[src/verilog/lsgi_pkg.sv]
// Shared constants and types for the display scan and interrupt block.
package lsgi_pkg;
   localparam int          AXI_AW      = 18;
   localparam int          IDX_W       = 16;
   // Register indices; the byte address is four times the index.
   localparam logic [15:0] IDX_PRIO    = 16'hFF21;
   localparam logic [15:0] IDX_IRQ_EN  = 16'hFF25;
   localparam logic [15:0] IDX_FLAGS   = 16'hFF29;
   localparam logic [15:0] IDX_MODE    = 16'hFF60;
   localparam logic [15:0] IDX_XFER    = 16'hFF61;
   localparam logic [15:0] IDX_LBC     = 16'hFF62;
   localparam logic [15:0] IDX_SA_LO   = 16'hFF63;
   localparam logic [15:0] IDX_SA_HI   = 16'hFF64;
   localparam logic [15:0] IDX_LINES   = 16'hFF65;
   localparam logic [15:0] IDX_PITCH   = 16'hFF67;
   localparam logic [15:0] IDX_GS1     = 16'hFF68;
   localparam logic [15:0] IDX_GS2     = 16'hFF69;
   localparam logic [15:0] IDX_GS3     = 16'hFF6A;
   // Field positions.
   localparam int          EN_BIT      = 2;
   localparam int          FLAG_BIT    = 2;
   localparam int          GRAY_BIT    = 1;
   localparam int          CONT_BIT    = 0;
   localparam int          OS_BIT      = 1;
   localparam int          AUTO_BIT    = 2;
   localparam int          PWR_BIT     = 3;
   localparam int          ABUSY_BIT   = 4;
   // Values after reset.
   localparam logic [7:0]  BYTE_RST    = 8'h00;
   localparam logic [15:0] ADDR_RST    = 16'h0000;
   localparam logic [1:0]  PRIO_RST    = 2'h0;
   localparam logic        CONT_RST    = 1'b1;
   localparam logic [1:0]  RESP_OKAY   = 2'h0;
   localparam logic [1:0]  RESP_SLVERR = 2'h2;
   typedef enum logic [1:0] {S_IDLE, S_READ, S_WAIT, S_OUT} lsgi_scan_st_t;
endpackage

[src/verilog/lsgi_scan_if.sv]
// Settings and status passed between the register side and the scanner.
`timescale 1ns/1ns
interface lsgi_scan_if;
   logic        start;
   logic        gray;
   logic [15:0] start_addr;
   logic [7:0]  pitch;
   logic [6:0]  line_byte_count;
   logic [7:0]  lines;
   logic [7:0]  gs1;
   logic [7:0]  gs2;
   logic [7:0]  gs3;
   logic        busy;
   logic        done;
   modport ctl (output start, gray, start_addr, pitch, line_byte_count, lines,
                gs1, gs2, gs3, input busy, done);
   modport eng (input start, gray, start_addr, pitch, line_byte_count, lines,
                gs1, gs2, gs3, output busy, done);
endinterface

[src/verilog/lsgi_scan.sv]
// Frame scanner: fetches display memory and emits 4-dot nibbles.
`timescale 1ns/1ns
module lsgi_scan
   import lsgi_pkg::*;
(
   input  wire logic        aclk,
   input  wire logic        aresetn,
   lsgi_scan_if.eng         sif,
   output logic [15:0]      mem_addr,
   output logic             mem_rd,
   input  wire logic [7:0]  mem_rdata,
   output logic [3:0]       seg_data,
   output logic             seg_strobe,
   output logic             frame_start
);
   lsgi_scan_st_t st_r;
   logic [15:0]   addr_r;
   logic [6:0]    col_r;
   logic [7:0]    row_r;
   logic [7:0]    data_r;
   logic [3:0]    seg_r;
   logic [2:0]    frm_r;
   logic          nib_r;
   logic          gray_r;
   logic          done_r;
   logic          fs_r;
   logic          strobe_r;
   logic [3:0]    gnib;

   wire        empty    = (sif.line_byte_count == 7'h00) || (sif.lines == 8'h00);
   wire        last_col = (col_r == sif.line_byte_count - 7'h01);
   wire        last_row = (row_r == sif.lines - 8'h01);
   wire        byte_end = (st_r == S_OUT) && (gray_r || nib_r);
   wire [3:0]  bnib     = nib_r ? data_r[3:0] : data_r[7:4];
   wire [15:0] nxt_line = addr_r + 16'h0001 + {8'h00, sif.pitch};

   // Dot i of a gray nibble takes bits 2i+1:2i; the leftmost dot is bit 3.
   for (genvar i = 0; i < 4; i++) begin : g_dot
      wire [1:0] code = data_r[2*i+1:2*i];
      assign gnib[i] = (code == 2'h1) ? sif.gs1[frm_r] :
                       (code == 2'h2) ? sif.gs2[frm_r] :
                       (code == 2'h3) ? sif.gs3[frm_r] : 1'b0;
   end

   assign sif.busy    = (st_r != S_IDLE);
   assign sif.done    = done_r;
   assign mem_addr    = addr_r;
   assign mem_rd      = (st_r == S_READ);
   assign seg_data    = seg_r;
   assign seg_strobe  = strobe_r;
   assign frame_start = fs_r;

   always_ff @(posedge aclk) begin
      if (!aresetn) begin
         st_r     <= S_IDLE;
         addr_r   <= ADDR_RST;
         col_r    <= 7'h00;
         row_r    <= 8'h00;
         data_r   <= 8'h00;
         seg_r    <= 4'h0;
         frm_r    <= 3'h0;
         nib_r    <= 1'b0;
         gray_r   <= 1'b0;
         done_r   <= 1'b0;
         fs_r     <= 1'b0;
         strobe_r <= 1'b0;
      end else begin
         done_r   <= 1'b0;
         strobe_r <= 1'b0;
         fs_r     <= 1'b0;
         case (st_r)
            S_IDLE: if (sif.start) begin
               if (empty) begin
                  done_r <= 1'b1;
                  frm_r  <= frm_r + 3'h1;
               end else begin
                  st_r   <= S_READ;
                  addr_r <= sif.start_addr;
                  col_r  <= 7'h00;
                  row_r  <= 8'h00;
                  gray_r <= sif.gray;
               end
            end
            S_READ: st_r <= S_WAIT;
            S_WAIT: begin
               data_r <= mem_rdata;
               nib_r  <= 1'b0;
               st_r   <= S_OUT;
            end
            S_OUT: begin
               seg_r    <= gray_r ? gnib : bnib;
               strobe_r <= 1'b1;
               fs_r     <= (col_r == 7'h00) && (row_r == 8'h00) && !nib_r;
               nib_r    <= 1'b1;
               if (byte_end) begin
                  st_r <= S_READ;
                  if (last_col) begin
                     col_r  <= 7'h00;
                     addr_r <= nxt_line;
                     if (last_row) begin
                        st_r   <= S_IDLE;
                        done_r <= 1'b1;
                        frm_r  <= frm_r + 3'h1;
                     end else begin
                        row_r <= row_r + 8'h01;
                     end
                  end else begin
                     col_r  <= col_r + 7'h01;
                     addr_r <= addr_r + 16'h0001;
                  end
               end
            end
            default: st_r <= S_IDLE;
         endcase
      end
   end
endmodule // lsgi_scan

[src/verilog/lsgi_top.sv]
// Display scan control, gray patterns and transfer interrupt behind AXI4-Lite.
// Operation
// - Each frame starts fetching at the programmed start address, reset zero.
// - A new start address takes effect at the next frame start.
// - After each line skip pitch bytes before the next line, reset zero.
// - Three 8-bit gray patterns serve pixel codes 01, 10 and 11.
// - Pattern bit n decides the dot in frame n of eight.
// - Reset clears all three gray patterns to zero.
// - Two-bit priority sets interrupt level; zero means no request.
// - Enable bit gates the transfer interrupt; reset clears it.
// - Flag sets when a one-shot or auto transfer completes.
// - Request only if flag, enable and priority above CPU mask.
// - Flag sets regardless of enable and priority.
// - Writing one clears the flag, zero does nothing; reset clears it.
// - Gray mode uses two bits per dot, black and white one.
// - Line length is programmed in bytes.
// - Writing one to the trigger starts a one-shot; reads busy.
//
// Added by the designer: the AXI4-Lite slave port.
`timescale 1ns/1ns
module lsgi_top
   import lsgi_pkg::*;
(
   input  wire logic              aclk,
   input  wire logic              aresetn,
   input  wire logic [AXI_AW-1:0] awaddr,
   input  wire logic [2:0]        awprot,
   input  wire logic              awvalid,
   output logic                   awready,
   input  wire logic [31:0]       wdata,
   input  wire logic [3:0]        wstrb,
   input  wire logic              wvalid,
   output logic                   wready,
   output logic [1:0]             bresp,
   output logic                   bvalid,
   input  wire logic              bready,
   input  wire logic [AXI_AW-1:0] araddr,
   input  wire logic [2:0]        arprot,
   input  wire logic              arvalid,
   output logic                   arready,
   output logic [31:0]            rdata,
   output logic [1:0]             rresp,
   output logic                   rvalid,
   input  wire logic              rready,
   input  wire logic [1:0]        cpu_mask_level,
   input  wire logic              disp_mem_write,
   output logic [15:0]            mem_addr,
   output logic                   mem_rd,
   input  wire logic [7:0]        mem_rdata,
   output logic [3:0]             seg_data,
   output logic                   seg_strobe,
   output logic                   frame_start,
   output logic                   panel_power_enable,
   output logic                   irq_request,
   output logic [1:0]             irq_level
);
   logic              aw_got_r;
   logic              w_got_r;
   logic              bvalid_r;
   logic [1:0]        bresp_r;
   logic [AXI_AW-1:0] waddr_r;
   logic [7:0]        wbyte_r;
   logic              wlane_r;
   logic              rvalid_r;
   logic [1:0]        rresp_r;
   logic [7:0]        rbyte_r;
   logic [7:0]        rd_byte;
   logic              rd_hit;

   logic [1:0]        prio_r;
   logic              irq_en_r;
   logic              flag_r;
   logic              gray_r;
   logic              cont_r;
   logic              auto_r;
   logic              pwr_r;
   logic [6:0]        lbc_r;
   logic [15:0]       sa_r;
   logic [7:0]        lines_r;
   logic [7:0]        pitch_r;
   logic [7:0]        gs1_r;
   logic [7:0]        gs2_r;
   logic [7:0]        gs3_r;
   logic              os_busy_r;
   logic              os_run_r;
   logic              auto_pend_r;
   logic              auto_run_r;
   logic              irq_r;

   lsgi_scan_if sif ();

   // Write channel: address and data are taken in either order.
   assign awready = !aw_got_r && !bvalid_r;
   assign wready  = !w_got_r && !bvalid_r;
   assign bvalid  = bvalid_r;
   assign bresp   = bresp_r;

   wire [IDX_W-1:0] w_idx = waddr_r[AXI_AW-1:2];
   wire             w_ok  = (waddr_r[1:0] == 2'h0);
   wire             wr_go = aw_got_r && w_got_r && !bvalid_r;
   wire             wr_en = wr_go && wlane_r && w_ok;
   wire [7:0]       wd    = wbyte_r;

   wire sel_prio  = wr_en && (w_idx == IDX_PRIO);
   wire sel_en    = wr_en && (w_idx == IDX_IRQ_EN);
   wire sel_flag  = wr_en && (w_idx == IDX_FLAGS);
   wire sel_mode  = wr_en && (w_idx == IDX_MODE);
   wire sel_xfer  = wr_en && (w_idx == IDX_XFER);
   wire sel_lbc   = wr_en && (w_idx == IDX_LBC);
   wire sel_sa_lo = wr_en && (w_idx == IDX_SA_LO);
   wire sel_sa_hi = wr_en && (w_idx == IDX_SA_HI);
   wire sel_lines = wr_en && (w_idx == IDX_LINES);
   wire sel_pitch = wr_en && (w_idx == IDX_PITCH);
   wire sel_gs1   = wr_en && (w_idx == IDX_GS1);
   wire sel_gs2   = wr_en && (w_idx == IDX_GS2);
   wire sel_gs3   = wr_en && (w_idx == IDX_GS3);

   wire w_map = w_ok && ((w_idx == IDX_PRIO) || (w_idx == IDX_IRQ_EN) ||
                (w_idx == IDX_FLAGS) || (w_idx == IDX_MODE) ||
                (w_idx == IDX_XFER) || (w_idx == IDX_LBC) ||
                (w_idx == IDX_SA_LO) || (w_idx == IDX_SA_HI) ||
                (w_idx == IDX_LINES) || (w_idx == IDX_PITCH) ||
                (w_idx == IDX_GS1) || (w_idx == IDX_GS2) ||
                (w_idx == IDX_GS3));

   always_ff @(posedge aclk) begin
      if (!aresetn) begin
         aw_got_r <= 1'b0;
         w_got_r  <= 1'b0;
         bvalid_r <= 1'b0;
         bresp_r  <= RESP_OKAY;
         waddr_r  <= '0;
         wbyte_r  <= BYTE_RST;
         wlane_r  <= 1'b0;
      end else begin
         if (awvalid && awready) begin
            aw_got_r <= 1'b1;
            waddr_r  <= awaddr;
         end else if (wr_go) begin
            aw_got_r <= 1'b0;
         end
         if (wvalid && wready) begin
            w_got_r <= 1'b1;
            wbyte_r <= wdata[7:0];
            wlane_r <= wstrb[0];
         end else if (wr_go) begin
            w_got_r <= 1'b0;
         end
         if (wr_go) begin
            bvalid_r <= 1'b1;
            bresp_r  <= w_map ? RESP_OKAY : RESP_SLVERR;
         end else if (bready) begin
            bvalid_r <= 1'b0;
         end
      end
   end

   // Read channel: one-cycle answer; bits of other peripherals read zero.
   wire [IDX_W-1:0] r_idx = araddr[AXI_AW-1:2];
   wire             r_ok  = (araddr[1:0] == 2'h0);
   wire             ar_go = arvalid && arready;

   always_comb begin
      rd_byte = 8'h00;
      rd_hit  = r_ok;
      if (r_idx == IDX_PRIO) begin
         rd_byte = {6'h00, prio_r};
      end else if (r_idx == IDX_IRQ_EN) begin
         rd_byte[EN_BIT] = irq_en_r;
      end else if (r_idx == IDX_FLAGS) begin
         rd_byte[FLAG_BIT] = flag_r;
      end else if (r_idx == IDX_MODE) begin
         rd_byte[GRAY_BIT] = gray_r;
      end else if (r_idx == IDX_XFER) begin
         rd_byte[CONT_BIT]  = cont_r;
         rd_byte[OS_BIT]    = os_busy_r;
         rd_byte[AUTO_BIT]  = auto_r;
         rd_byte[PWR_BIT]   = pwr_r;
         rd_byte[ABUSY_BIT] = auto_pend_r || auto_run_r;
      end else if (r_idx == IDX_LBC) begin
         rd_byte = {1'b0, lbc_r};
      end else if (r_idx == IDX_SA_LO) begin
         rd_byte = sa_r[7:0];
      end else if (r_idx == IDX_SA_HI) begin
         rd_byte = sa_r[15:8];
      end else if (r_idx == IDX_LINES) begin
         rd_byte = lines_r;
      end else if (r_idx == IDX_PITCH) begin
         rd_byte = pitch_r;
      end else if (r_idx == IDX_GS1) begin
         rd_byte = gs1_r;
      end else if (r_idx == IDX_GS2) begin
         rd_byte = gs2_r;
      end else if (r_idx == IDX_GS3) begin
         rd_byte = gs3_r;
      end else begin
         rd_hit = 1'b0;
      end
      if (!r_ok) begin
         rd_byte = 8'h00;
      end
   end

   assign arready = !rvalid_r;
   assign rvalid  = rvalid_r;
   assign rresp   = rresp_r;
   assign rdata   = {24'h000000, rbyte_r};

   always_ff @(posedge aclk) begin
      if (!aresetn) begin
         rvalid_r <= 1'b0;
         rresp_r  <= RESP_OKAY;
         rbyte_r  <= BYTE_RST;
      end else if (ar_go) begin
         rvalid_r <= 1'b1;
         rresp_r  <= rd_hit ? RESP_OKAY : RESP_SLVERR;
         rbyte_r  <= rd_byte;
      end else if (rready) begin
         rvalid_r <= 1'b0;
      end
   end

   // Settings registers.
   always_ff @(posedge aclk) begin
      if (!aresetn) begin
         prio_r   <= PRIO_RST;
         irq_en_r <= 1'b0;
         gray_r   <= 1'b0;
         cont_r   <= CONT_RST;
         auto_r   <= 1'b0;
         pwr_r    <= 1'b0;
         lbc_r    <= 7'h00;
         sa_r     <= ADDR_RST;
         lines_r  <= BYTE_RST;
         pitch_r  <= BYTE_RST;
         gs1_r    <= BYTE_RST;
         gs2_r    <= BYTE_RST;
         gs3_r    <= BYTE_RST;
      end else begin
         if (sel_prio)  prio_r   <= wd[1:0];
         if (sel_en)    irq_en_r <= wd[EN_BIT];
         if (sel_mode)  gray_r   <= wd[GRAY_BIT];
         if (sel_xfer) begin
            cont_r <= wd[CONT_BIT];
            auto_r <= wd[AUTO_BIT];
            pwr_r  <= wd[PWR_BIT];
         end
         if (sel_lbc)   lbc_r    <= wd[6:0];
         if (sel_sa_lo) sa_r[7:0]  <= wd;
         if (sel_sa_hi) sa_r[15:8] <= wd;
         if (sel_lines) lines_r  <= wd;
         if (sel_pitch) pitch_r  <= wd;
         if (sel_gs1)   gs1_r    <= wd;
         if (sel_gs2)   gs2_r    <= wd;
         if (sel_gs3)   gs3_r    <= wd;
      end
   end

   // Transfer sequencing. A pending one-shot wins over auto, and both
   // wait for a running refresh frame to finish so frames stay whole.
   wire eng_idle   = !sif.busy && !os_run_r && !auto_run_r;
   wire os_trig    = sel_xfer && wd[OS_BIT] && !os_busy_r;
   wire start_os   = pwr_r && os_busy_r && eng_idle;
   wire start_auto = pwr_r && auto_pend_r && eng_idle && !start_os;
   wire start_cont = pwr_r && cont_r && eng_idle && !os_busy_r &&
                     !auto_pend_r;
   wire auto_hit   = disp_mem_write && auto_r && pwr_r;
   wire xfer_done  = sif.done && (os_run_r || auto_run_r);
   wire flag_clr   = sel_flag && wd[FLAG_BIT];

   assign sif.start      = start_os || start_auto || start_cont;
   assign sif.gray       = gray_r;
   assign sif.start_addr = sa_r;
   assign sif.pitch      = pitch_r;
   assign sif.line_byte_count        = lbc_r;
   assign sif.lines      = lines_r;
   assign sif.gs1        = gs1_r;
   assign sif.gs2        = gs2_r;
   assign sif.gs3        = gs3_r;

   always_ff @(posedge aclk) begin
      if (!aresetn) begin
         os_busy_r   <= 1'b0;
         os_run_r    <= 1'b0;
         auto_pend_r <= 1'b0;
         auto_run_r  <= 1'b0;
      end else begin
         if (os_trig) os_busy_r <= 1'b1;
         else if (sif.done && os_run_r) os_busy_r <= 1'b0;
         if (start_os) os_run_r <= 1'b1;
         else if (sif.done) os_run_r <= 1'b0;
         if (auto_hit) auto_pend_r <= 1'b1;
         else if (start_auto) auto_pend_r <= 1'b0;
         if (start_auto) auto_run_r <= 1'b1;
         else if (sif.done) auto_run_r <= 1'b0;
      end
   end

   // A completion in the same cycle as a clearing write keeps the flag set.
   always_ff @(posedge aclk) begin
      if (!aresetn) begin
         flag_r <= 1'b0;
         irq_r  <= 1'b0;
      end else begin
         if (xfer_done) flag_r <= 1'b1;
         else if (flag_clr) flag_r <= 1'b0;
         irq_r <= flag_r && irq_en_r && (prio_r > cpu_mask_level);
      end
   end

   assign irq_request        = irq_r;
   assign irq_level          = prio_r;
   assign panel_power_enable = pwr_r;

   lsgi_scan u_scan (
      .aclk        (aclk),
      .aresetn     (aresetn),
      .sif         (sif.eng),
      .mem_addr    (mem_addr),
      .mem_rd      (mem_rd),
      .mem_rdata   (mem_rdata),
      .seg_data    (seg_data),
      .seg_strobe  (seg_strobe),
      .frame_start (frame_start)
   );
endmodule // lsgi_top

[config.mk]
export PLATFORM = sky130hd
export DESIGN_NAME = lsgi_top
export DESIGN_NICKNAME = d
export VERILOG_FILES = /design/src/verilog/lsgi_pkg.sv /design/src/verilog/lsgi_scan_if.sv /design/src/verilog/lsgi_scan.sv /design/src/verilog/lsgi_top.sv
export SDC_FILE = /design/constraint.sdc
export NUM_CORES = 1
export LEC_CHECK = 0
export BUFFER_PORTS_ARGS = -buffer_cell sky130_fd_sc_hd__buf_2
export CAP_MARGIN = 20
export CELL_PAD_IN_SITES_DETAIL_PLACEMENT = 1
export CELL_PAD_IN_SITES_GLOBAL_PLACEMENT = 1
export CORE_ASPECT_RATIO = 1.25
export CORE_UTILIZATION = 45
export CTS_BUF_LIST = sky130_fd_sc_hd__clkbuf_16
export DETAILED_ROUTE_END_ITERATION = 8
export PLACE_DENSITY = 0.95
export SYNTH_ARGS = -nofsm -noshare
export SYNTH_HDL_FRONTEND = slang
export SYNTH_SLANG_ARGS = --single-unit
export TNS_END_PERCENT = 20
[constraint.sdc]
create_clock -name aclk -period 7.1 [get_ports aclk]
set_input_delay 0 -clock aclk [delete_from_list [all_inputs] [get_ports aclk]]
set_output_delay 0 -clock aclk [all_outputs]
set_load 0.02 [all_outputs]
## Word-level counts from Yosys, hierarchy flattened

Cells that the tools add are included.

| storage, ports and cells | value |
|---|---|
| register bits | 172 |
| bits in latches | 0 |
| bits in writable memories | 0 |
| bits in read-only memories | 0 |
| input port bits | 96 |
| output and inout port bits | 68 |
| logic and storage cells | 310 |
| memories | 0 |

| operators by class | value |
|---|---|
| add/subtract/negate cells | 7 |
| multipliers | 0 |
| div/mod/pow operators | 0 |
| $lt $le $gt $ge | 2 |
| equality and inequality tests | 50 |
| shifts and indexed selects | 0 |
| muxes and demuxes | 108 |
| bitwise operators | 1 |
| reduce and logical (&&, ||, !) cells | 100 |

Operators by type and width:

| operator | number |
|---|---|
| $eq A16 B16 Y1 const B | 26 |
| $mux W8 | 15 |
| $mux W16 | 4 |
| $mux W1 | 55 |
| $logic_and A1 B1 Y1 | 46 |
| $pmux W16 S2 | 1 |
| $mux W7 | 4 |
| $reduce_bool A2 Y1 | 12 |
| $eq A2 B2 Y1 const B | 10 |
| $logic_or A1 B1 Y1 | 18 |
| $mux W3 | 6 |
| $add A16 B1 Y16 const B | 1 |
| $add A16 B8 Y16 | 1 |
| $logic_not A8 Y1 | 2 |
| $mux W2 | 8 |
| $pmux W8 S2 | 1 |
| $mux W5 | 3 |
| $logic_not A7 Y1 | 2 |
| $pmux W7 S2 | 1 |
| $reduce_and A6 Y1 | 2 |
| $logic_not A1 Y1 | 11 |
| $eq A2 B1 Y1 const B | 5 |
| $bmux W1 S3 | 3 |
| $add A8 B1 Y8 const B | 1 |
| other kinds (20) | 30 |

## Longest topological paths before layout

| logic depth | value |
|---|---|
| word-level depth | 15 |
| depth in mapped cells | 12 |
| gate-level depth less buffers | 11 |

## Hierarchy

From an unflattened synthesis, not the netlist that was laid out.

| unflattened totals | value |
|---|---|
| cells, all modules | 1,199 |
| area, all modules | 10,224.8 um^2 |

Modules (own cells, without submodules):

| module | times used | cells an instance | area each (um^2) | seq. area each (um^2) |
|---|---|---|---|---|
| lsgi_top | 1 | 677 | 6,042.0 | 2,342.2 |
| lsgi_scan | 1 | 522 | 4,182.8 | 1,061.0 |

## Worst setup path after synthesis

No wires, ideal clock.

| timing | value |
|---|---|
| path kind | flip-flop to flip-flop |
| start | reg u_scan.addr_r[0] (netlist: u_scan.mem_addr[0]) |
| end | reg u_scan.addr_r[13] (netlist: u_scan.mem_addr[13]) |
| library setup time | 70 ps |
| arrival | 2,857 ps |
| data required time | 7,030 ps |
| slack | 4,173 ps |
| cell stages (with the launch flop) | 12 |
| buffers on the path | 1 |
| period minus slack after synthesis | 2,927 ps |
| cell sequence | dfxtp_1 ha_1 clkbuf_1 xor2_1 ha_1 o21ai_0 o21ai_0 and2_1 o21ai_0 o41ai_1 mux2_2 a21oi_1 |

| between the ends | value |
|---|---|
| longest elaborated chain between the ends | 5 |

RTL lines:

| element | line | text |
|---|---|---|
| start: declaration | lsgi_scan.sv:17 | `logic [15:0] addr_r;` |
| start signal: assignment | lsgi_scan.sv:78 | `addr_r <= sif.start_addr;` |
| start signal: assignment | lsgi_scan.sv:99 | `addr_r <= nxt_line;` |
| start signal: assignment | lsgi_scan.sv:109 | `addr_r <= addr_r + 16'h0001;` |
| $add A16 B1 Y16 (*) | lsgi_scan.sv:35, lsgi_scan.sv:109 |  |
| $add A16 B8 Y16 | lsgi_scan.sv:35 | `wire [15:0] nxt_line = addr_r + 16'h0001 + {8'h00, sif.pitch};` |
| $mux W16 (*) | lsgi_scan.sv:97 | `if (last_col) begin` |
| $mux W16 (*) | lsgi_scan.sv:95 | `if (byte_end) begin` |
| $pmux W16 S2 (*) | lsgi_scan.sv:71 | `case (st_r)` |

Mark *: on every way between the ends. The rest lies on a longest branch, timed or not. The select of a mux whose other input is x is not followed.
A chain may end at the register's enable or synchronous reset.

## Final worst setup path

Ends and elaborated chain as after synthesis.

==> results.md <==
- Status: completed
- PnR worst setup slack: about 3.5 ns
- Hold Crit Start: araddr[5]
- Tmin final: between 3 and 4 ns
- Root buffer cell: clkbuf_16
- Chip Width: 132.3 um
- Final RePlAce weighted congestion: about 0.96
- Max_slew headroom: 26.08%
- Dpl cell area: 10,040 um2
- Initial antenna violation count: 0
- Startpoint types: flop
- Fmax: around 0.28 GHz
- Seq cells post-synth: 170
- Maximum VDD drop: 0.1719 mV
- Final Skew: 0.01100 ns
- Vias post-DR: 9,588
- Post-synth top flop: dfxtp_1
- Largest net degree at the start of global routing: 81
- H-Tree Depth: 4
- Max_cap viols: 0
- Layout Area Growth over Synthesis: 15.80%
- Required time of the critical path: 7.47 ns
- Gr usage total: a little under a third
- Clock sink count: 170
- Antenna diodes: 0
- Crit path max fanout: 9
- First-pass DRT Iterations: 6
- Num CTS Buffers: 17
- Core Region: ~21,000 um2
- Worst reg-to-reg setup slack: roughly 3.5 ns
- Hold Violations, Final: 0
- Die ar.: 21,810 um2
- Syn avg cell area: between 8 and 9 um2
- WHS Endpoint: rresp[1]
- Total gr overflow: 0
- Hold path cells: 3
- Depth of the most critical reg-to-reg path: 10
- Average wire per standard cell: roughly 22 um
- Row Count: 59
- Vias in the first global route: about 9,900
- TritonCTS clock tree: yes
- Share of layout cells above drive strength 1: between 10 and 15%
- Sequential-to-total area share from yosys stat: between 30% and 40%
- Critical path class: reg -> reg
- Post-synthesis cell count: approximately 1,200
- Post-synthesis cell type count: 67
- Reg2reg end: u_scan.mem_addr[13]
- Min-Delay Path Class: in -> reg
- ANT nets after route: 0
- Top Ports: about 160
- Leak: 4.167 nW
- Clk Latency, worst-skew pair: roughly 0.44 ns
- # nets final: 1,407
- Die height: between 150 and 200 um
- Async SR Flop Fraction: 0%
- Fin area: 11,060 um2
- CP Capture Type: flop
- Synth Cell Area: between 9000 and 10,000 um2
- PwrDens: ~230 nW/um2
- Clock Tree Buf Depth: 2
- Final setup violating endpoints: 0
- Post-synth EDFFs: 0
- Final period util: roughly half
- Initial Util: about 46%
- Synth Warn #: 0
- First-pass GRT wire length: 54,210 um
- DRT iter0 DRCs: 954
- Final setup TNS: 0 ns
- Reg2reg start: u_scan.mem_addr[0]
- Reg clk slew, reported paths: roughly 0.07 ns
- Setup slack at placement: between 3 and 4 ns
- Worst-margin pin slew: 1.109 ns
- RSZ-0062 raised after global routing: false
- Slew Viols, Final: 0
- Drt total wl: 34,670 um
- PortBufs: between 100 and 150
- Vias per inst: around 6.1
- Crit path DAT: roughly 4 ns
- DRC: 0
- Post-DP HPWL: about 22,000 um
-- critical path: stages (launching register included) --
cell	delay (ns)
dfxtp_1	0.56
ha_1	0.41
xor2_1	0.26
ha_1	0.32
o21ai_0	0.26
o21ai_0	0.19
and2_1	0.21
o21ai_0	0.67
o41ai_1	0.19
mux2_2	0.30
a21oi_1	0.11
-- cell type report --
class	count	area [um2]
fillers	2555	9759
flip-flops and latches	170	3403
clock buffers	17	425.4
well taps	274	342.8
inverters	31	118.9
repair buffers	154	1013
clock inverters	15	136.4
multi-input cells	912	5618
-- per-layer routing --
metal  routed length, um  track usage [%]  up-vias
li1                    -                -     4354
met1               13570            36.00     4674
met2               17100            56.30      424
met3                1981            5.341      136
met4                2026            20.64        0
met5                   0                0        -
-- cells by family after synthesis --
kind of cell / count (synthesis) / share of synthesized area [%]
AO/OA/AOI/OAI: 283 / 17.64
multiplexers: 98 / 11.10
flip-flops: 170 / 35.64
XOR/XNOR: 38 / 3.485
other: 1 / 0.03927
buffers and inverters: 136 / 6.512
adder cells (fa/ha/maj): 25 / 3.354
AND/OR/NAND/NOR: 442 / 22.24
-- worst max path at each step --
stage                                endpoint  slack (ns)               start
final                     u_scan.mem_addr[13]        3.55  u_scan.mem_addr[0]
after global routing       u_scan.mem_addr[9]        3.38  u_scan.mem_addr[0]
after CTS                 u_scan.mem_addr[13]        3.67  u_scan.mem_addr[0]
after detailed placement  u_scan.mem_addr[13]        3.81  u_scan.mem_addr[0]
after global placement    u_scan.mem_addr[13]        3.86  u_scan.mem_addr[0]
after floorplan           u_scan.mem_addr[13]        4.17  u_scan.mem_addr[0]
-- report_power, final --
group | total (mW) | switching (mW) | internal (mW) | leakage, nW
clock | 0.931 | 0.418 | 0.513 | 0.285
sequential | 1.08 | 0.0851 | 0.998 | 1.38
combinational | 0.515 | 0.341 | 0.174 | 2.50
-- cells in the final DEF, fill, tap and decap left out, types with 6 or more instances in the layout --
cell / count
nor2_1: 115
mux4_2: 6
inv_1: 35
or4_1: 7
buf_2: 104
a21oi_1: 117
nand3b_1: 8
conb_1: 26
o21ai_0: 75
nor2b_1: 11
mux2i_1: 89
nor3_1: 24
ha_1: 24
dfxtp_1: 170
or3_1: 10
a21o_1: 8
nand2b_1: 10
and2_1: 7
xnor2_1: 20
a22oi_1: 8
clkbuf_16: 17
xor2_1: 18
nand4_1: 11
a32oi_1: 6
dlygate4sd3_1: 44
o31ai_1: 11
a31oi_1: 8
a211oi_1: 6
and3_1: 10
nor4_1: 9
nand2_1: 157
nand3_1: 34
-- flip-flops by register name (all words and copies together) (netlist names), 8 cells and up --
signal           flops
rbyte_r              8
sa_r                16
u_scan.data_r        8
pitch_r              8
gs1_r                8
u_scan.row_r         8
gs3_r                8
lines_r              8
u_scan.mem_addr     16
waddr_r             18
gs2_r                8
wbyte_r              8
-- through the flow --
stage               util (%)  std cells  hold slack, ns  power, mW
floorplan                  -       1218         0.09902      1.431
global placement       48.23       1496          0.1845      1.537
detailed placement     48.23       1496          0.1909      1.567
CTS                    53.05       1572         0.03575      2.501
global route           53.12       1573         0.04850      2.616
finish                 53.12       1573         0.06448      2.528
-- Yosys cell counts (all sizes together), types with 11 or more instances --
master | number | share of area, %
dfxtp | 170 | 36
nand2 | 157 | 6.2
a21oi | 117 | 6.1
nor2 | 117 | 4.7
mux2i | 89 | 9.3
o21ai | 75 | 3.9
clkbuf | 65 | 2.6
buf | 40 | 2.7
nand3 | 34 | 1.8
inv | 31 | 1.2
nor3 | 28 | 1.7
ha | 24 | 3.1
xnor2 | 20 | 1.8
xor2 | 18 | 1.7
nand4 | 12 | 0.85
nor2b | 11 | 0.72
o31ai | 11 | 0.86
-- timing repair --
action | CTS | global route
hold buffers | 44 | 0
hold endpoints to repair | 41 | 0
buffers inserted | 0 | 0
resized for setup | 0 | 0
No activity file was read; power rests on OpenSTA's default activity.
